===== src/rcfe_pkg.sv =====
// constants, encodings and helper functions for the remote command front end
// assumes one 200 MHz clock; shared by the design and its verification files
package rcfe_pkg;

  // register index map on the plain register port
  localparam logic [3:0] REG_MODE = 4'h0;
  localparam logic [3:0] REG_CMD = 4'h1;
  localparam logic [3:0] REG_REJ = 4'h2;
  localparam logic [3:0] REG_LOC = 4'h3;
  localparam logic [3:0] REG_STAT = 4'h4;
  localparam logic [3:0] REG_FLDV = 4'h5;
  localparam logic [3:0] REG_FLDC = 4'h6;
  localparam logic [3:0] REG_FLDO = 4'h7;
  localparam logic [3:0] REG_FLDM = 4'h8;

  // interface mode bits, ordered by weight 1,2,4,8,16
  localparam int MB_TERM = 0;
  localparam int MB_REC = 1;
  localparam int MB_VALID = 2;
  localparam int MB_UNBUF = 3;
  localparam int MB_ERR = 4;
  localparam logic [4:0] MODE_RST = 5'h00;

  // command register bits
  localparam int CB_OBUF = 0;
  localparam int CB_REJ = 1;
  localparam int CB_ICLR = 2;
  localparam int CB_LRD = 3;
  localparam int CB_MQRY = 4;

  localparam logic [7:0] CH_CR = 8'h0d;
  localparam logic [7:0] CH_LF = 8'h0a;
  localparam logic [7:0] CH_SEMI = 8'h3b;
  localparam logic [7:0] CH_COMMA = 8'h2c;
  localparam logic [7:0] CH_A = 8'h41;
  localparam logic [7:0] CH_M = 8'h4d;
  localparam logic [7:0] CH_P = 8'h50;
  localparam logic [7:0] CH_0 = 8'h30;

  localparam logic [6:0] IBUF_DEPTH = 7'h50;
  localparam logic [4:0] CK_IDX = 5'h1f;
  localparam logic [6:0] LL_CK_CHR = 7'h3f;
  localparam logic [6:0] LL_LAST_CHR = 7'h41;
  localparam logic [6:0] LOC_LIVE = 7'h63;
  localparam logic [6:0] LOC_PRESET = 7'h62;
  localparam logic [7:0] CKSUM_TARGET = 8'h01;
  localparam int LRN_REJ_BIT = 7;

  localparam int SETTLE_MS = 45;
  localparam int CLK_KHZ = 200000;
  localparam int SETTLE_CYC_DEF = SETTLE_MS * CLK_KHZ;

  localparam logic [1:0] FK_AMPL = 2'h1;
  localparam logic [1:0] FK_DEV = 2'h2;
  localparam logic [2:0] U_NONE = 3'h0;
  localparam logic [2:0] U_DB10 = 3'h1;
  localparam logic [2:0] U_NV = 3'h2;
  localparam logic [2:0] U_HZ = 3'h3;
  localparam logic [2:0] U_RAD = 3'h4;

  function automatic logic [7:0] nib2chr(input logic [3:0] nib);
    nib2chr = CH_A + {4'h0, nib};
  endfunction : nib2chr

  function automatic logic [3:0] chr2nib(input logic [7:0] c);
    logic [7:0] d;
    d = c - CH_A;
    chr2nib = d[3:0];
  endfunction : chr2nib

  function automatic logic is_lrn(input logic [7:0] c);
    is_lrn = (c >= CH_A) && (c <= CH_P);
  endfunction : is_lrn

endpackage : rcfe_pkg


===== src/rcfe_top.sv =====
// remote command front end: input framing, interface modes, clears,
// rejected status, settle gating, learn string encode and decode
// assumes a same-clock bus handshake engine, command processor and learn store
`timescale 1ns/10ps
module rcfe_top #(
  parameter int SETTLE_CYC = rcfe_pkg::SETTLE_CYC_DEF
) (
  input wire logic sys_clk, // 200 MHz clock
  input wire logic nrst, // synchronous reset, active low
  input wire logic [3:0] reg_addr, // register index
  input wire logic [15:0] reg_wdata, // register write data
  input wire logic reg_wr, // write strobe
  input wire logic reg_rd, // read strobe
  output logic [15:0] reg_rdata, // read data, cycle after strobe
  input wire logic [7:0] ib_data, // received bus byte
  input wire logic ib_valid, // received byte present
  input wire logic ib_eoi, // end-or-identify with byte
  output logic ib_ready, // handshake permit for received byte
  input wire logic dev_clr, // SDC or DCL pulse
  output logic [7:0] pr_data, // character to processor
  output logic pr_valid, // character present
  output logic pr_last, // last character of message unit
  input wire logic pr_ready, // processor takes character
  output logic pr_start, // message unit begins
  input wire logic pr_done, // processor finished unit
  input wire logic [7:0] rej_set, // rejected entry codes to set
  input wire logic hw_change, // hardware setting changed
  output logic rf_valid, // output settled
  output logic [7:0] ob_data, // reply byte
  output logic ob_valid, // reply byte present
  output logic ob_eoi, // end-or-identify with reply byte
  input wire logic ob_ready, // bus takes reply byte
  output logic [6:0] lrn_loc, // learn location code
  output logic [4:0] lrn_raddr, // learn image byte index
  input wire logic [7:0] lrn_rdata, // learn byte, cycle after index
  input wire logic [7:0] cur_status, // live current-state byte
  input wire logic ll_start, // learn load begins
  input wire logic [7:0] ll_char, // learn load character
  input wire logic ll_valid, // learn load character present
  output logic lrn_we, // learn image write
  output logic [4:0] lrn_waddr, // learn image write index
  output logic [7:0] lrn_wdata, // learn image write byte
  output logic preset_recall, // recall pulse
  output logic [6:0] recall_loc, // location to recall
  output logic comp_abort // abort compensation, drop its data
);

  typedef enum logic [2:0] {
    P_IDLE = 3'h1, P_RUN = 3'h2, P_WAIT = 3'h4
  } rcfe_pst_t;

  typedef enum logic [6:0] {
    O_IDLE = 7'h01, O_FETCH = 7'h02, O_HI = 7'h04, O_LO = 7'h08,
    O_STAT = 7'h10, O_QRY = 7'h20, O_TERM = 7'h40
  } rcfe_ost_t;

  typedef struct packed {
    logic [4:0] mode;
    logic [7:0] rej;
    logic [6:0] loc;
    logic [15:0] fldv;
    logic [9:0] fldc;
    logic [15:0] rd;
    logic [rcfe_pkg::IBUF_DEPTH-1:0][8:0] mem;
    logic [6:0] wp;
    logic [6:0] rp;
    logic [6:0] cnt;
    logic [6:0] units;
    logic ibr;
    rcfe_pst_t pst;
    logic [7:0] prd;
    logic prv;
    logic prl;
    logic prs;
    logic [23:0] settle;
    logic rfv;
    rcfe_ost_t ost;
    logic [4:0] bi;
    logic [2:0] idx;
    logic [3:0] lo;
    logic [7:0] sum;
    logic [7:0] obd;
    logic obv;
    logic obe;
    logic [6:0] li;
    logic [7:0] lsum;
    logic [3:0] lhi;
    logic lwe;
    logic [4:0] lwa;
    logic [7:0] lwd;
    logic rcl;
    logic [6:0] rloc;
    logic cab;
  } rcfe_state_t;

  rcfe_state_t s, n;

  function automatic logic [6:0] ptr_inc(input logic [6:0] p);
    ptr_inc = (p == rcfe_pkg::IBUF_DEPTH - 7'h01) ? 7'h00 : p + 7'h01;
  endfunction : ptr_inc

  // {meta, value}; meta = used, milli, exponent, unit
  function automatic logic [31:0] fdec(input logic [15:0] v, input logic [9:0] c);
    logic [16:0] full;
    logic [16:0] span;
    logic [16:0] val;
    logic [3:0] top;
    logic [3:0] res;
    logic [2:0] unit;
    logic [3:0] expo;
    logic milli;
    res = c[3:0];
    case (c[9:8])
      2'h0: begin top = v[3:0]; full = {13'h0, v[3:0]}; span = 17'h00010; end
      2'h1: begin top = v[7:4]; full = {9'h0, v[7:0]}; span = 17'h00100; end
      2'h2: begin top = v[11:8]; full = {5'h0, v[11:0]}; span = 17'h01000; end
      default: begin top = v[15:12]; full = {1'h0, v}; span = 17'h10000; end
    endcase
    val = top[3] ? full - span : full;
    unit = rcfe_pkg::U_NONE;
    expo = 4'h0;
    milli = 1'b0;
    if (c[5:4] == rcfe_pkg::FK_AMPL) begin
      if (res == 4'ha || res == 4'hb) begin
        unit = rcfe_pkg::U_DB10;
      end else if (res <= 4'h9) begin
        unit = rcfe_pkg::U_NV;
        expo = res;
      end
    end else if (c[5:4] == rcfe_pkg::FK_DEV) begin
      expo = {1'b0, res[2:0]};
      unit = res[3] ? rcfe_pkg::U_RAD : rcfe_pkg::U_HZ;
      milli = res[3];
    end
    // reference fields count only with their relative mode on
    fdec = {6'h0, (!c[7] || c[6]), milli, expo, 1'b0, unit, val[15:0]};
  endfunction : fdec

  ////////////////////////////////////////////////////////////////////////////
  always_comb begin
    logic wr_cmd;
    logic iclr;
    logic obclr;
    logic push;
    logic pop;
    logic took;
    logic delim;
    logic ofree;
    logic lerr;
    logic rejclr;
    logic live;
    logic [7:0] term;
    logic [7:0] byt;
    logic [7:0] tens;
    logic [7:0] ones;
    logic [3:0] nib;
    logic [31:0] fo;
    n = s;
    n.prs = 1'b0;
    n.lwe = 1'b0;
    n.rcl = 1'b0;
    n.cab = 1'b0;
    n.rd = 16'h0000;
    wr_cmd = reg_wr && (reg_addr == rcfe_pkg::REG_CMD);
    iclr = (wr_cmd && reg_wdata[rcfe_pkg::CB_ICLR]) || dev_clr;
    obclr = iclr || (wr_cmd && reg_wdata[rcfe_pkg::CB_OBUF]);
    rejclr = iclr || (wr_cmd && reg_wdata[rcfe_pkg::CB_REJ]);
    term = s.mode[rcfe_pkg::MB_TERM] ? rcfe_pkg::CH_CR : rcfe_pkg::CH_LF;
    live = (s.loc == rcfe_pkg::LOC_LIVE);
    ofree = !s.obv || ob_ready;
    lerr = 1'b0;
    fo = fdec(s.fldv, s.fldc);
    tens = (s.mode >= 5'h1e) ? 8'h03 : (s.mode >= 5'h14) ? 8'h02 :
           (s.mode >= 5'h0a) ? 8'h01 : 8'h00;
    ones = {3'h0, s.mode} - tens * 8'h0a;
    nib = rcfe_pkg::chr2nib(ll_char);
    byt = 8'h00;

    // register port
    if (reg_wr) begin
      case (reg_addr)
        rcfe_pkg::REG_MODE: n.mode = reg_wdata[4:0];
        rcfe_pkg::REG_LOC: n.loc = reg_wdata[6:0];
        rcfe_pkg::REG_FLDV: n.fldv = reg_wdata;
        rcfe_pkg::REG_FLDC: n.fldc = reg_wdata[9:0];
        default: ;
      endcase
    end
    if (reg_rd) begin
      case (reg_addr)
        rcfe_pkg::REG_MODE: n.rd = {11'h0, s.mode};
        rcfe_pkg::REG_REJ: n.rd = {8'h00, s.rej};
        rcfe_pkg::REG_LOC: n.rd = {9'h0, s.loc};
        rcfe_pkg::REG_STAT: n.rd = {s.pst != P_IDLE, s.rfv, s.units, s.cnt};
        rcfe_pkg::REG_FLDV: n.rd = s.fldv;
        rcfe_pkg::REG_FLDC: n.rd = {6'h0, s.fldc};
        rcfe_pkg::REG_FLDO: n.rd = fo[15:0];
        rcfe_pkg::REG_FLDM: n.rd = fo[31:16];
        default: n.rd = 16'h0000;
      endcase
      if (reg_addr == rcfe_pkg::REG_REJ) begin
        rejclr = 1'b1;
      end
    end

    // output settling
    if (hw_change) begin
      n.settle = SETTLE_CYC[23:0];
    end else if (s.settle != 24'h000000) begin
      n.settle = s.settle - 24'h000001;
    end
    n.rfv = (n.settle == 24'h000000);

    // input buffer fill
    push = ib_valid && s.ibr;
    delim = ib_eoi || (ib_data == term) ||
            (!s.mode[rcfe_pkg::MB_REC] &&
             (ib_data == rcfe_pkg::CH_SEMI || ib_data == rcfe_pkg::CH_COMMA));
    if (push) begin
      n.mem[s.wp] = {delim, ib_data};
      n.wp = ptr_inc(s.wp);
    end

    // message unit hand-off to the processor
    pop = 1'b0;
    took = 1'b0;
    case (s.pst)
      P_IDLE: begin
        // only whole units start; valid mode waits for settling
        if (s.units != 7'h00 && (!s.mode[rcfe_pkg::MB_VALID] || s.rfv)) begin
          n.pst = P_RUN;
          n.prs = 1'b1;
          if (s.mode[rcfe_pkg::MB_ERR]) begin
            rejclr = 1'b1;
          end
        end
      end
      P_RUN: begin
        if (s.prv && pr_ready) begin
          n.prv = 1'b0;
          took = s.prl;
          if (s.prl) begin
            n.pst = P_WAIT;
          end
        end else if (!s.prv && s.cnt != 7'h00) begin
          pop = 1'b1;
          n.prd = s.mem[s.rp][7:0];
          n.prl = s.mem[s.rp][8];
          n.prv = 1'b1;
          n.rp = ptr_inc(s.rp);
        end
      end
      P_WAIT: begin
        if (pr_done) begin
          n.pst = P_IDLE;
        end
      end
      default: n.pst = P_IDLE;
    endcase
    n.cnt = s.cnt + {6'h00, push} - {6'h00, pop};
    n.units = s.units + {6'h00, push && delim} - {6'h00, took};

    // learn load decode
    if (ll_start) begin
      n.li = 7'h00;
      n.lsum = 8'h00;
    end else if (ll_valid && s.li <= rcfe_pkg::LL_LAST_CHR) begin
      n.li = s.li + 7'h01;
      // status characters are ignored on load
      if (s.li <= rcfe_pkg::LL_CK_CHR) begin
        if (!rcfe_pkg::is_lrn(ll_char)) begin
          lerr = 1'b1;
        end
        if (!s.li[0]) begin
          n.lhi = nib;
        end else begin
          byt = {s.lhi, nib};
          n.lwe = 1'b1;
          n.lwa = s.li[5:1];
          n.lwd = byt;
          n.lsum = s.lsum + byt;
          if (s.li == rcfe_pkg::LL_CK_CHR && n.lsum != rcfe_pkg::CKSUM_TARGET) begin
            lerr = 1'b1;
          end
        end
      end
    end

    // reply sequencer
    if (s.obv && ob_ready) begin
      n.obv = 1'b0;
      n.obe = 1'b0;
    end
    case (s.ost)
      O_IDLE: begin
        if (wr_cmd && reg_wdata[rcfe_pkg::CB_LRD]) begin
          n.bi = 5'h00;
          n.sum = 8'h00;
          n.ost = O_FETCH;
        end else if (wr_cmd && reg_wdata[rcfe_pkg::CB_MQRY]) begin
          n.idx = 3'h0;
          n.ost = O_QRY;
        end
      end
      O_FETCH: n.ost = O_HI;
      O_HI: begin
        if (ofree) begin
          byt = (s.bi == rcfe_pkg::CK_IDX) ? rcfe_pkg::CKSUM_TARGET - s.sum : lrn_rdata;
          n.obd = rcfe_pkg::nib2chr(byt[7:4]);
          n.obv = 1'b1;
          n.lo = byt[3:0];
          n.sum = s.sum + byt;
          n.ost = O_LO;
        end
      end
      O_LO: begin
        if (ofree) begin
          n.obd = rcfe_pkg::nib2chr(s.lo);
          n.obv = 1'b1;
          n.idx = 3'h0;
          n.bi = s.bi + 5'h01;
          n.ost = (s.bi == rcfe_pkg::CK_IDX) ? O_STAT : O_FETCH;
        end
      end
      O_STAT: begin
        if (ofree) begin
          n.obv = 1'b1;
          n.idx = s.idx + 3'h1;
          if (s.idx == 3'h0) begin
            n.obd = live ? rcfe_pkg::nib2chr(cur_status[7:4]) : rcfe_pkg::CH_A;
          end else begin
            n.obd = live ? rcfe_pkg::nib2chr(cur_status[3:0]) : rcfe_pkg::CH_M;
            n.ost = O_TERM;
          end
        end
      end
      O_QRY: begin
        if (ofree) begin
          n.obv = 1'b1;
          n.idx = s.idx + 3'h1;
          n.obd = (s.idx == 3'h3) ? rcfe_pkg::CH_0 + tens :
                  (s.idx == 3'h4) ? rcfe_pkg::CH_0 + ones : rcfe_pkg::CH_0;
          if (s.idx == 3'h4) begin
            n.ost = O_TERM;
          end
        end
      end
      O_TERM: begin
        if (ofree) begin
          n.obd = term;
          n.obv = 1'b1;
          n.obe = 1'b1;
          n.ost = O_IDLE;
        end
      end
      default: n.ost = O_IDLE;
    endcase

    // clears; hardware sets still win over the status clear
    if (obclr) begin
      n.ost = O_IDLE;
      n.obv = 1'b0;
      n.obe = 1'b0;
    end
    if (iclr) begin
      n.mode = rcfe_pkg::MODE_RST;
      n.rcl = 1'b1;
      n.rloc = rcfe_pkg::LOC_PRESET;
      n.cab = 1'b1;
    end
    if (dev_clr) begin
      n.wp = 7'h00;
      n.rp = 7'h00;
      n.cnt = 7'h00;
      n.units = 7'h00;
      n.prv = 1'b0;
      n.prs = 1'b0;
      n.pst = P_IDLE;
    end
    n.rej = (rejclr ? 8'h00 : s.rej) | rej_set;
    n.rej[rcfe_pkg::LRN_REJ_BIT] = n.rej[rcfe_pkg::LRN_REJ_BIT] | lerr;

    // unbuffered: one message at most and no handshake until it is done
    n.ibr = (n.cnt < rcfe_pkg::IBUF_DEPTH) && !dev_clr &&
            !(n.mode[rcfe_pkg::MB_UNBUF] && (n.units != 7'h00 || n.pst != P_IDLE ||
              (n.mode[rcfe_pkg::MB_VALID] && !n.rfv)));
  end

  always_ff @(posedge sys_clk) begin
    if (!nrst) begin
      s <= '0;
      s.mode <= rcfe_pkg::MODE_RST;
      s.pst <= P_IDLE;
      s.ost <= O_IDLE;
      s.rfv <= 1'b1;
      s.ibr <= 1'b1;
    end else begin
      s <= n;
    end
  end

  ////////////////////////////////////////////////////////////////////////////
  assign reg_rdata = s.rd;
  assign ib_ready = s.ibr;
  assign pr_data = s.prd;
  assign pr_valid = s.prv;
  assign pr_last = s.prl;
  assign pr_start = s.prs;
  assign rf_valid = s.rfv;
  assign ob_data = s.obd;
  assign ob_valid = s.obv;
  assign ob_eoi = s.obe;
  assign lrn_loc = s.loc;
  assign lrn_raddr = s.bi;
  assign lrn_we = s.lwe;
  assign lrn_waddr = s.lwa;
  assign lrn_wdata = s.lwd;
  assign preset_recall = s.rcl;
  assign recall_loc = s.rloc;
  assign comp_abort = s.cab;
endmodule : rcfe_top

===== config.mk =====
export PLATFORM = sky130hd
export DESIGN_NAME = rcfe_top
export DESIGN_NICKNAME = d
export VERILOG_FILES = /design/src/rcfe_pkg.sv /design/src/rcfe_top.sv
export SDC_FILE = /design/constraint.sdc
export NUM_CORES = 2
export LEC_CHECK = 0
export BUFFER_PORTS_ARGS = -buffer_cell sky130_fd_sc_hd__buf_2
export CORE_UTILIZATION = 35
export CTS_CLUSTER_DIAMETER = 30
export DETAILED_ROUTE_END_ITERATION = 10
export GPL_TIMING_DRIVEN = 0
export PLACE_DENSITY_LB_ADDON = 0.25
export SETUP_SLACK_MARGIN = 0.5
export SKIP_CTS_REPAIR_TIMING = 1
export SYNTH_ARGS = -nofsm -noshare
export SYNTH_HDL_FRONTEND = slang
export SYNTH_SLANG_ARGS = --single-unit

===== constraint.sdc =====
create_clock -name sys_clk -period 10.2 [get_ports sys_clk]
set_input_delay 2.04 -clock sys_clk [delete_from_list [all_inputs] [get_ports sys_clk]]
set_output_delay 2.04 -clock sys_clk [all_outputs]
set_load 0.005 [all_outputs]

* Yosys cells after proc, flatten, opt, wreduce, memory -nomap -nowiden
Index checks and enable logic that the tools add are counted.
W data, S select, Z words.
** Storage, ports and cells
- Bits in registers :: 923
- Latch bits :: 0
- Memory bits (writable) :: 0
- Bits in read-only memories :: 0
- Input port bits :: 73
- Logic and storage cells :: 380
- Memories kept :: 0
** Operators by class
- Add/subtract/negate cells :: 22
- Multipliers :: 1
- Div/mod/pow operators :: 0
- Magnitude comparators :: 12
- Eq/ne operators :: 49
- Shift-type cells :: 0
- Muxes and demuxes :: 94
- Bitwise logic cells :: 9
- Reductions and logical operators :: 77
** Operator list (number)
- $bwmux W720 :: 1
- $pmux W16 S8 :: 1
- $mux W7 :: 10
- $mux W8 :: 8
- $bmux W9 S7 :: 1
- $demux W9 S7 :: 1
- $mux W9 :: 6
- $pmux W7 S7 :: 1
- $mux W24 :: 2
- $pmux W16 S3 :: 1
- $pmux W9 S5 :: 1
- $mux W3 :: 13
- $pmux W13 S3 :: 1
- $add A7 B4 Y8 const A :: 4
- $eq A7 B7 Y1 const B :: 4
- $mux W14 :: 2
- $logic_not A24 Y1 :: 1
- $mux W4 :: 6
- $reduce_bool A24 Y1 :: 1
- $sub A24 B1 Y24 const B :: 1
- $mux W1 :: 22
- $add A7 B1 Y7 const B :: 3
- $logic_and A1 B1 Y1 :: 21
- $reduce_bool A7 Y1 :: 3
- 75 further kinds :: 149

* Longest topological paths before layout
- Depth after elaboration :: 14
- Mapped depth :: 20

* Worst setup path after synthesis
No wires, ideal clock.
- Kind :: input to register
- From :: input ib_data[5]
- To :: register s, in the netlist ib_ready
- Arrival :: 5.464 ns
- Data required time :: 10.121 ns
- Slack :: 4.657 ns
- Stages on the path :: 19
- Cells stage by stage :: clkbuf_1 nor2_1 a32oi_1 o21a_1 o32ai_1 a31oi_1 clkbuf_1 nand2b_1 ha_1 inv_1 ha_1 fa_1 a21oi_1 o21bai_1 xnor2_1 nand2_1 or3_1 o21a_1 a211oi_2
** Between the ends
- Word-level cells in the longest chain between the ends :: 14
- Elaborated cells between the ends (all ways) :: 17
** Ends and longest elaborated chain
- start: declaration :: line rcfe_top.sv:15 : input wire logic [7:0] ib_data,
- $eq A8 B6 Y1 :: line rcfe_top.sv:218 : (ib_data == rcfe_pkg::CH_SEMI || ib_data == rcfe_pkg::CH_COMMA));
- $logic_or A1 B1 Y1 :: line rcfe_top.sv:218
- $logic_and A1 B1 Y1 :: line rcfe_top.sv:217 : (!s.mode[rcfe_pkg::MB_REC] &&
- $logic_or A1 B1 Y1 * :: line rcfe_top.sv:216 : delim = ib_eoi || (ib_data == term) ||
- $logic_and A1 B1 Y1 * :: line rcfe_top.sv:261 : n.units = s.units + {6'h00, push && delim} - {6'h00, took};
- $add A7 B1 Y7 * :: line rcfe_top.sv:261
- $sub A7 B1 Y7 * :: line rcfe_top.sv:261
- $mux W14 * :: line rcfe_top.sv:371 : if (dev_clr) begin
- $reduce_bool A7 Y1 * :: line rcfe_top.sv:385 : !(n.mode[rcfe_pkg::MB_UNBUF] && (n.units != 7'h00 || n.pst != P_IDLE ||
- $logic_or A1 B1 Y1 * (2 in a row) :: line rcfe_top.sv:385
- $logic_and A1 B1 Y1 * :: line rcfe_top.sv:385
- $logic_not A1 Y1 * :: line rcfe_top.sv:385
- $logic_and A1 B1 Y1 * :: line rcfe_top.sv:384 : n.ibr = (n.cnt < rcfe_pkg::IBUF_DEPTH) && !dev_clr &&
- end signal: assignment :: line rcfe_top.sv:398 : s <= n;
- end: declaration :: line rcfe_top.sv:96 : rcfe_state_t s, n;
Every way passes the cells marked *; elsewhere a longest branch is shown, timed or not.
A chain may end at the register's enable or synchronous reset.

* Worst setup path after layout
Same ends and word-level chain as after synthesis.

==> results.txt <==
- Clock period minus final worst setup slack: 6420 ps
- The flow ran to the end, and the final reports show no timing, DRC or antenna violations.
* Beginning of the worst hold path: ob_data[7]$_SDFFE_PN0P_
* Worst rel slew slack: 5.64%
- Across all hold checks on the routed design, the worst slack comes to 435 ps.
- The max-slew violation count is 0.
- For this configuration, the core starts out at a cell density of 35.5%.
- Row count: 126
- Synthesis handed over a netlist of 4,873 instances.
* Buffers added on ports: 135
- The number of global-route vias before repair came to 36,500.
- Core Footprint: 0.119 mm2
- Most used flip-flop cell after synthesis: sky130_fd_sc_hd__dfxtp_1
- The routed design has 153 mm of wire.
- Setup violations remaining at the end of the flow were counted as 0.
* Final-report hold violation count: 0
- Most frequent cells in the layout: 1,327 x sky130_fd_sc_hd__nand2_1, 922 x sky130_fd_sc_hd__dfxtp_1, 707 x sky130_fd_sc_hd__a21oi_1
- Number of warnings printed during yosys synthesis: 0
- The worst register-to-register path ends at ib_ready$_SDFF_PN1_.
- Clock latency of the later-clocked register in the worst-skew pair: 810 ps
- Across all register-to-register paths, the minimum setup slack is 5570 ps.
- The worst path uses 63.0% of the clock period.
- Final RePlAce weighted congestion: 0.946
* Pin count of the biggest net entering global routing: 18
* First-pass DRT Iterations: 8
- Layout overhead on the synthesized area: 26.0%
- The worst setup path is launched from an input pin.
* Syn Std Cell Area: 0.0421 mm2
- Sum of negative setup slack: 0 ps
* Minimum setup slack after placement: 3150 ps
* Detailed router's first-iteration violation count: 3,839
* Width of the chip: 349 um
- The die is 349 um tall.
- After layout, the worst setup slack is 3780 ps.
* Number of stages on the worst hold path: 2
- For this design, the sink count on the clock tree is 922.
- Derived from the worst setup path, the maximum achievable clock frequency is 156 MHz.
- The synthesized design contains 922 register bits.
* Remaining antenna violation count: 0
* Depth of the CTS H-tree: 4
* First-pass GRT wire length: 229 mm
* Static leakage power: 18.0 nW
- Using the TritonRoute via totals, the vias-per-cell ratio works out to 5.46.
* DRC: 0
- The startpoint identified for the worst register-to-register timing path is s[924]$_SDFFE_PP0P_.
- Clock-pin slew was measured on the worst setup and hold paths at 40 ps.
- Arrival time at the worst endpoint: 7150 ps
- Cells fill 44.7% of the core in the end.
- Peak supply drop: 0.195 mV
- For this design the top-level I/O count stands at 147.
- After detailed placement, the total cell area comes to 0.0449 mm2.
- Excluding fillers, the count of instances in the completed layout stands at 7,026.
* Detail-routed net length per standard cell: 21.8 um
- For the pin with the worst max-slew slack, the measured transition is 1400 ps.
* Number of maximum-capacitance violations: 0
* Net count reported at finish: 5,373
* Setup clock skew after layout: 78.3 ps
- The total overflow left after global routing is 0.
* Number of vias in the routed layout: 38,300
- Total die area: 0.122 mm2
* Post-route standard cell area excluding fillers: 0.0530 mm2
- The multi-input combinational cells in the finished layout cover a total of 0.0217 mm2.
- For hold timing, the worst endpoint is ob_data[7]$_SDFFE_PN0P_.
- STA classifies the critical path endpoint as a register.
* TritonCTS clock tree: yes
* Placed cell count: 6,621
- Most common library cell in the layout ignoring fill and taps: sky130_fd_sc_hd__nand2_1
- After synthesis, the netlist uses 77 different library cells.
* Syn avg cell area: 8.63 um2
- Top fanout value on the critical path: 10
- The post-route netlist has 16.0% of its cells at a drive strength greater than 1.
- In the final layout, flip-flops and latches occupy 0.0185 mm2.
* CP required: 10,920 ps
- Setup repair after global routing left no endpoint under its margin.
- R2r worst-path depth: 20
- Power per Cell Area: 219 mW/mm2
- For this run, asynchronously set or reset flops after synthesis account for 0%.
* Type of the setup path with the least slack: input pin to register
* Number of antenna violations at the first check in global routing: 3
- CTS placed an instance of sky130_fd_sc_hd__clkbuf_16 at the clock tree root.
- Counting flops with a built-in enable in the synthesized netlist gives 0.
* Overall track demand over capacity in global routing: 24.8%
* Num CTS Buffers: 215
* Final HPWL DP: 110 mm
- The share of the Yosys chip area taken by registers is 43.9%.
- In this run the deepest clock path goes through 3 buffers.
* Total power: 11.6 mW
- Fill cells in the final layout number 11,600.
* Min-Delay Path Class: register to register
-- how the worst max path moves through the flow --
stage | start | endpoint | slack [ps] | cells after the start
after floorplan | ib_data[5] | ib_ready$_SDFF_PN1_ | 4660 | 19
after global placement | ib_data[5] | ib_ready$_SDFF_PN1_ | 2170 | 20
after detailed placement | ib_data[5] | ib_ready$_SDFF_PN1_ | 3150 | 21
after CTS | ib_data[5] | ib_ready$_SDFF_PN1_ | 3900 | 21
after global routing | ib_data[5] | ib_ready$_SDFF_PN1_ | 3690 | 22
final | ib_data[5] | ib_ready$_SDFF_PN1_ | 3780 | 21
-- cells by family (layout without fill, tap and decap cells) --
kind of cell,Yosys count,count (layout),share of synthesized area [%]
simple gates,2011,2011,19.5
xor+xnor,74,74,1.54
other cells,1,5,0.00892
buf+inv,444,993,4.58
fa+ha+maj,62,62,1.93
mux,347,347,15.0
flops,922,922,43.9
compound gates,1012,1012,13.5
-- power breakdown --
| group | leakage (nW) | switching (mW) | internal, mW |
|---|---|---|---|
| Clock | 3.90 | 2.32 | 5.22 |
| Combinational | 6.67 | 0.305 | 0.108 |
| Sequential | 7.43 | 0.0207 | 3.63 |
| Total | 18.0 | 2.65 | 8.96 |
-- synth_stat cells, types with 18 or more instances --
cell | instances | area (um2)
sky130_fd_sc_hd__a211oi_1 | 90 | 676
sky130_fd_sc_hd__nand2b_1 | 20 | 125
sky130_fd_sc_hd__inv_1 | 63 | 236
sky130_fd_sc_hd__a22oi_1 | 18 | 135
sky130_fd_sc_hd__ha_1 | 57 | 713
sky130_fd_sc_hd__nor2b_1 | 18 | 113
sky130_fd_sc_hd__clkbuf_1 | 277 | 1040
sky130_fd_sc_hd__xnor2_1 | 44 | 385
sky130_fd_sc_hd__nor2_1 | 395 | 1480
sky130_fd_sc_hd__mux2i_1 | 105 | 1050
sky130_fd_sc_hd__nor4_1 | 18 | 113
sky130_fd_sc_hd__xor2_1 | 30 | 263
sky130_fd_sc_hd__mux4_2 | 225 | 5070
sky130_fd_sc_hd__nand2_1 | 1327 | 4980
sky130_fd_sc_hd__dfxtp_1 | 922 | 18500
sky130_fd_sc_hd__nor3_1 | 41 | 205
sky130_fd_sc_hd__or3_1 | 21 | 131
sky130_fd_sc_hd__buf_1 | 24 | 90.1
sky130_fd_sc_hd__nand3_1 | 89 | 445
sky130_fd_sc_hd__o21ai_0 | 64 | 320
sky130_fd_sc_hd__a21oi_1 | 707 | 3540
sky130_fd_sc_hd__buf_4 | 66 | 495
-- worst max-delay path: stages --
cell and delay, ps:
sky130_fd_sc_hd__buf_2 140, sky130_fd_sc_hd__clkbuf_1 920, sky130_fd_sc_hd__nor2_1 120, sky130_fd_sc_hd__a32oi_1 320
sky130_fd_sc_hd__o21a_1 170, sky130_fd_sc_hd__o32ai_1 110, sky130_fd_sc_hd__a31oi_2 270, sky130_fd_sc_hd__buf_6 230
sky130_fd_sc_hd__clkbuf_1 590, sky130_fd_sc_hd__nand2b_1 200, sky130_fd_sc_hd__ha_1 120, sky130_fd_sc_hd__inv_1 40
sky130_fd_sc_hd__ha_1 190, sky130_fd_sc_hd__fa_1 410, sky130_fd_sc_hd__a21oi_1 150, sky130_fd_sc_hd__o21bai_1 100
sky130_fd_sc_hd__xnor2_1 210, sky130_fd_sc_hd__nand2_1 90, sky130_fd_sc_hd__or3_1 300, sky130_fd_sc_hd__o21a_1 210
sky130_fd_sc_hd__a211oi_2 180
-- registers in the layout, indices dropped and copies added (netlist names), 5 cells and up --
name and cells:
lrn_loc 7, lrn_raddr 5, lrn_waddr 5, lrn_wdata 8, ob_data 8, pr_data 8
reg_rdata 16, s 855
-- area by class of cell --
class,count,area share [%]
inverters,74,0.524
plain buffers,370,3.11
clock inverters,126,3.88
well taps,1600,3.78
diodes,1,0.00472
multi-input cells,3510,41.0
flip-flops and latches,922,34.8
repair buffers,145,1.50
clock buffers,278,11.4
-- metal layers --
metal	wire [um]	vias to the layer above	GRT usage [%]
met2	69500	1793	39.0
li1	-	17700	-
met4	6930	2	11.5
met1	63300	18500	32.2
met5	13	-	0
met3	13700	376	5.49
Note: power is estimated with default switching activity, not from simulation.
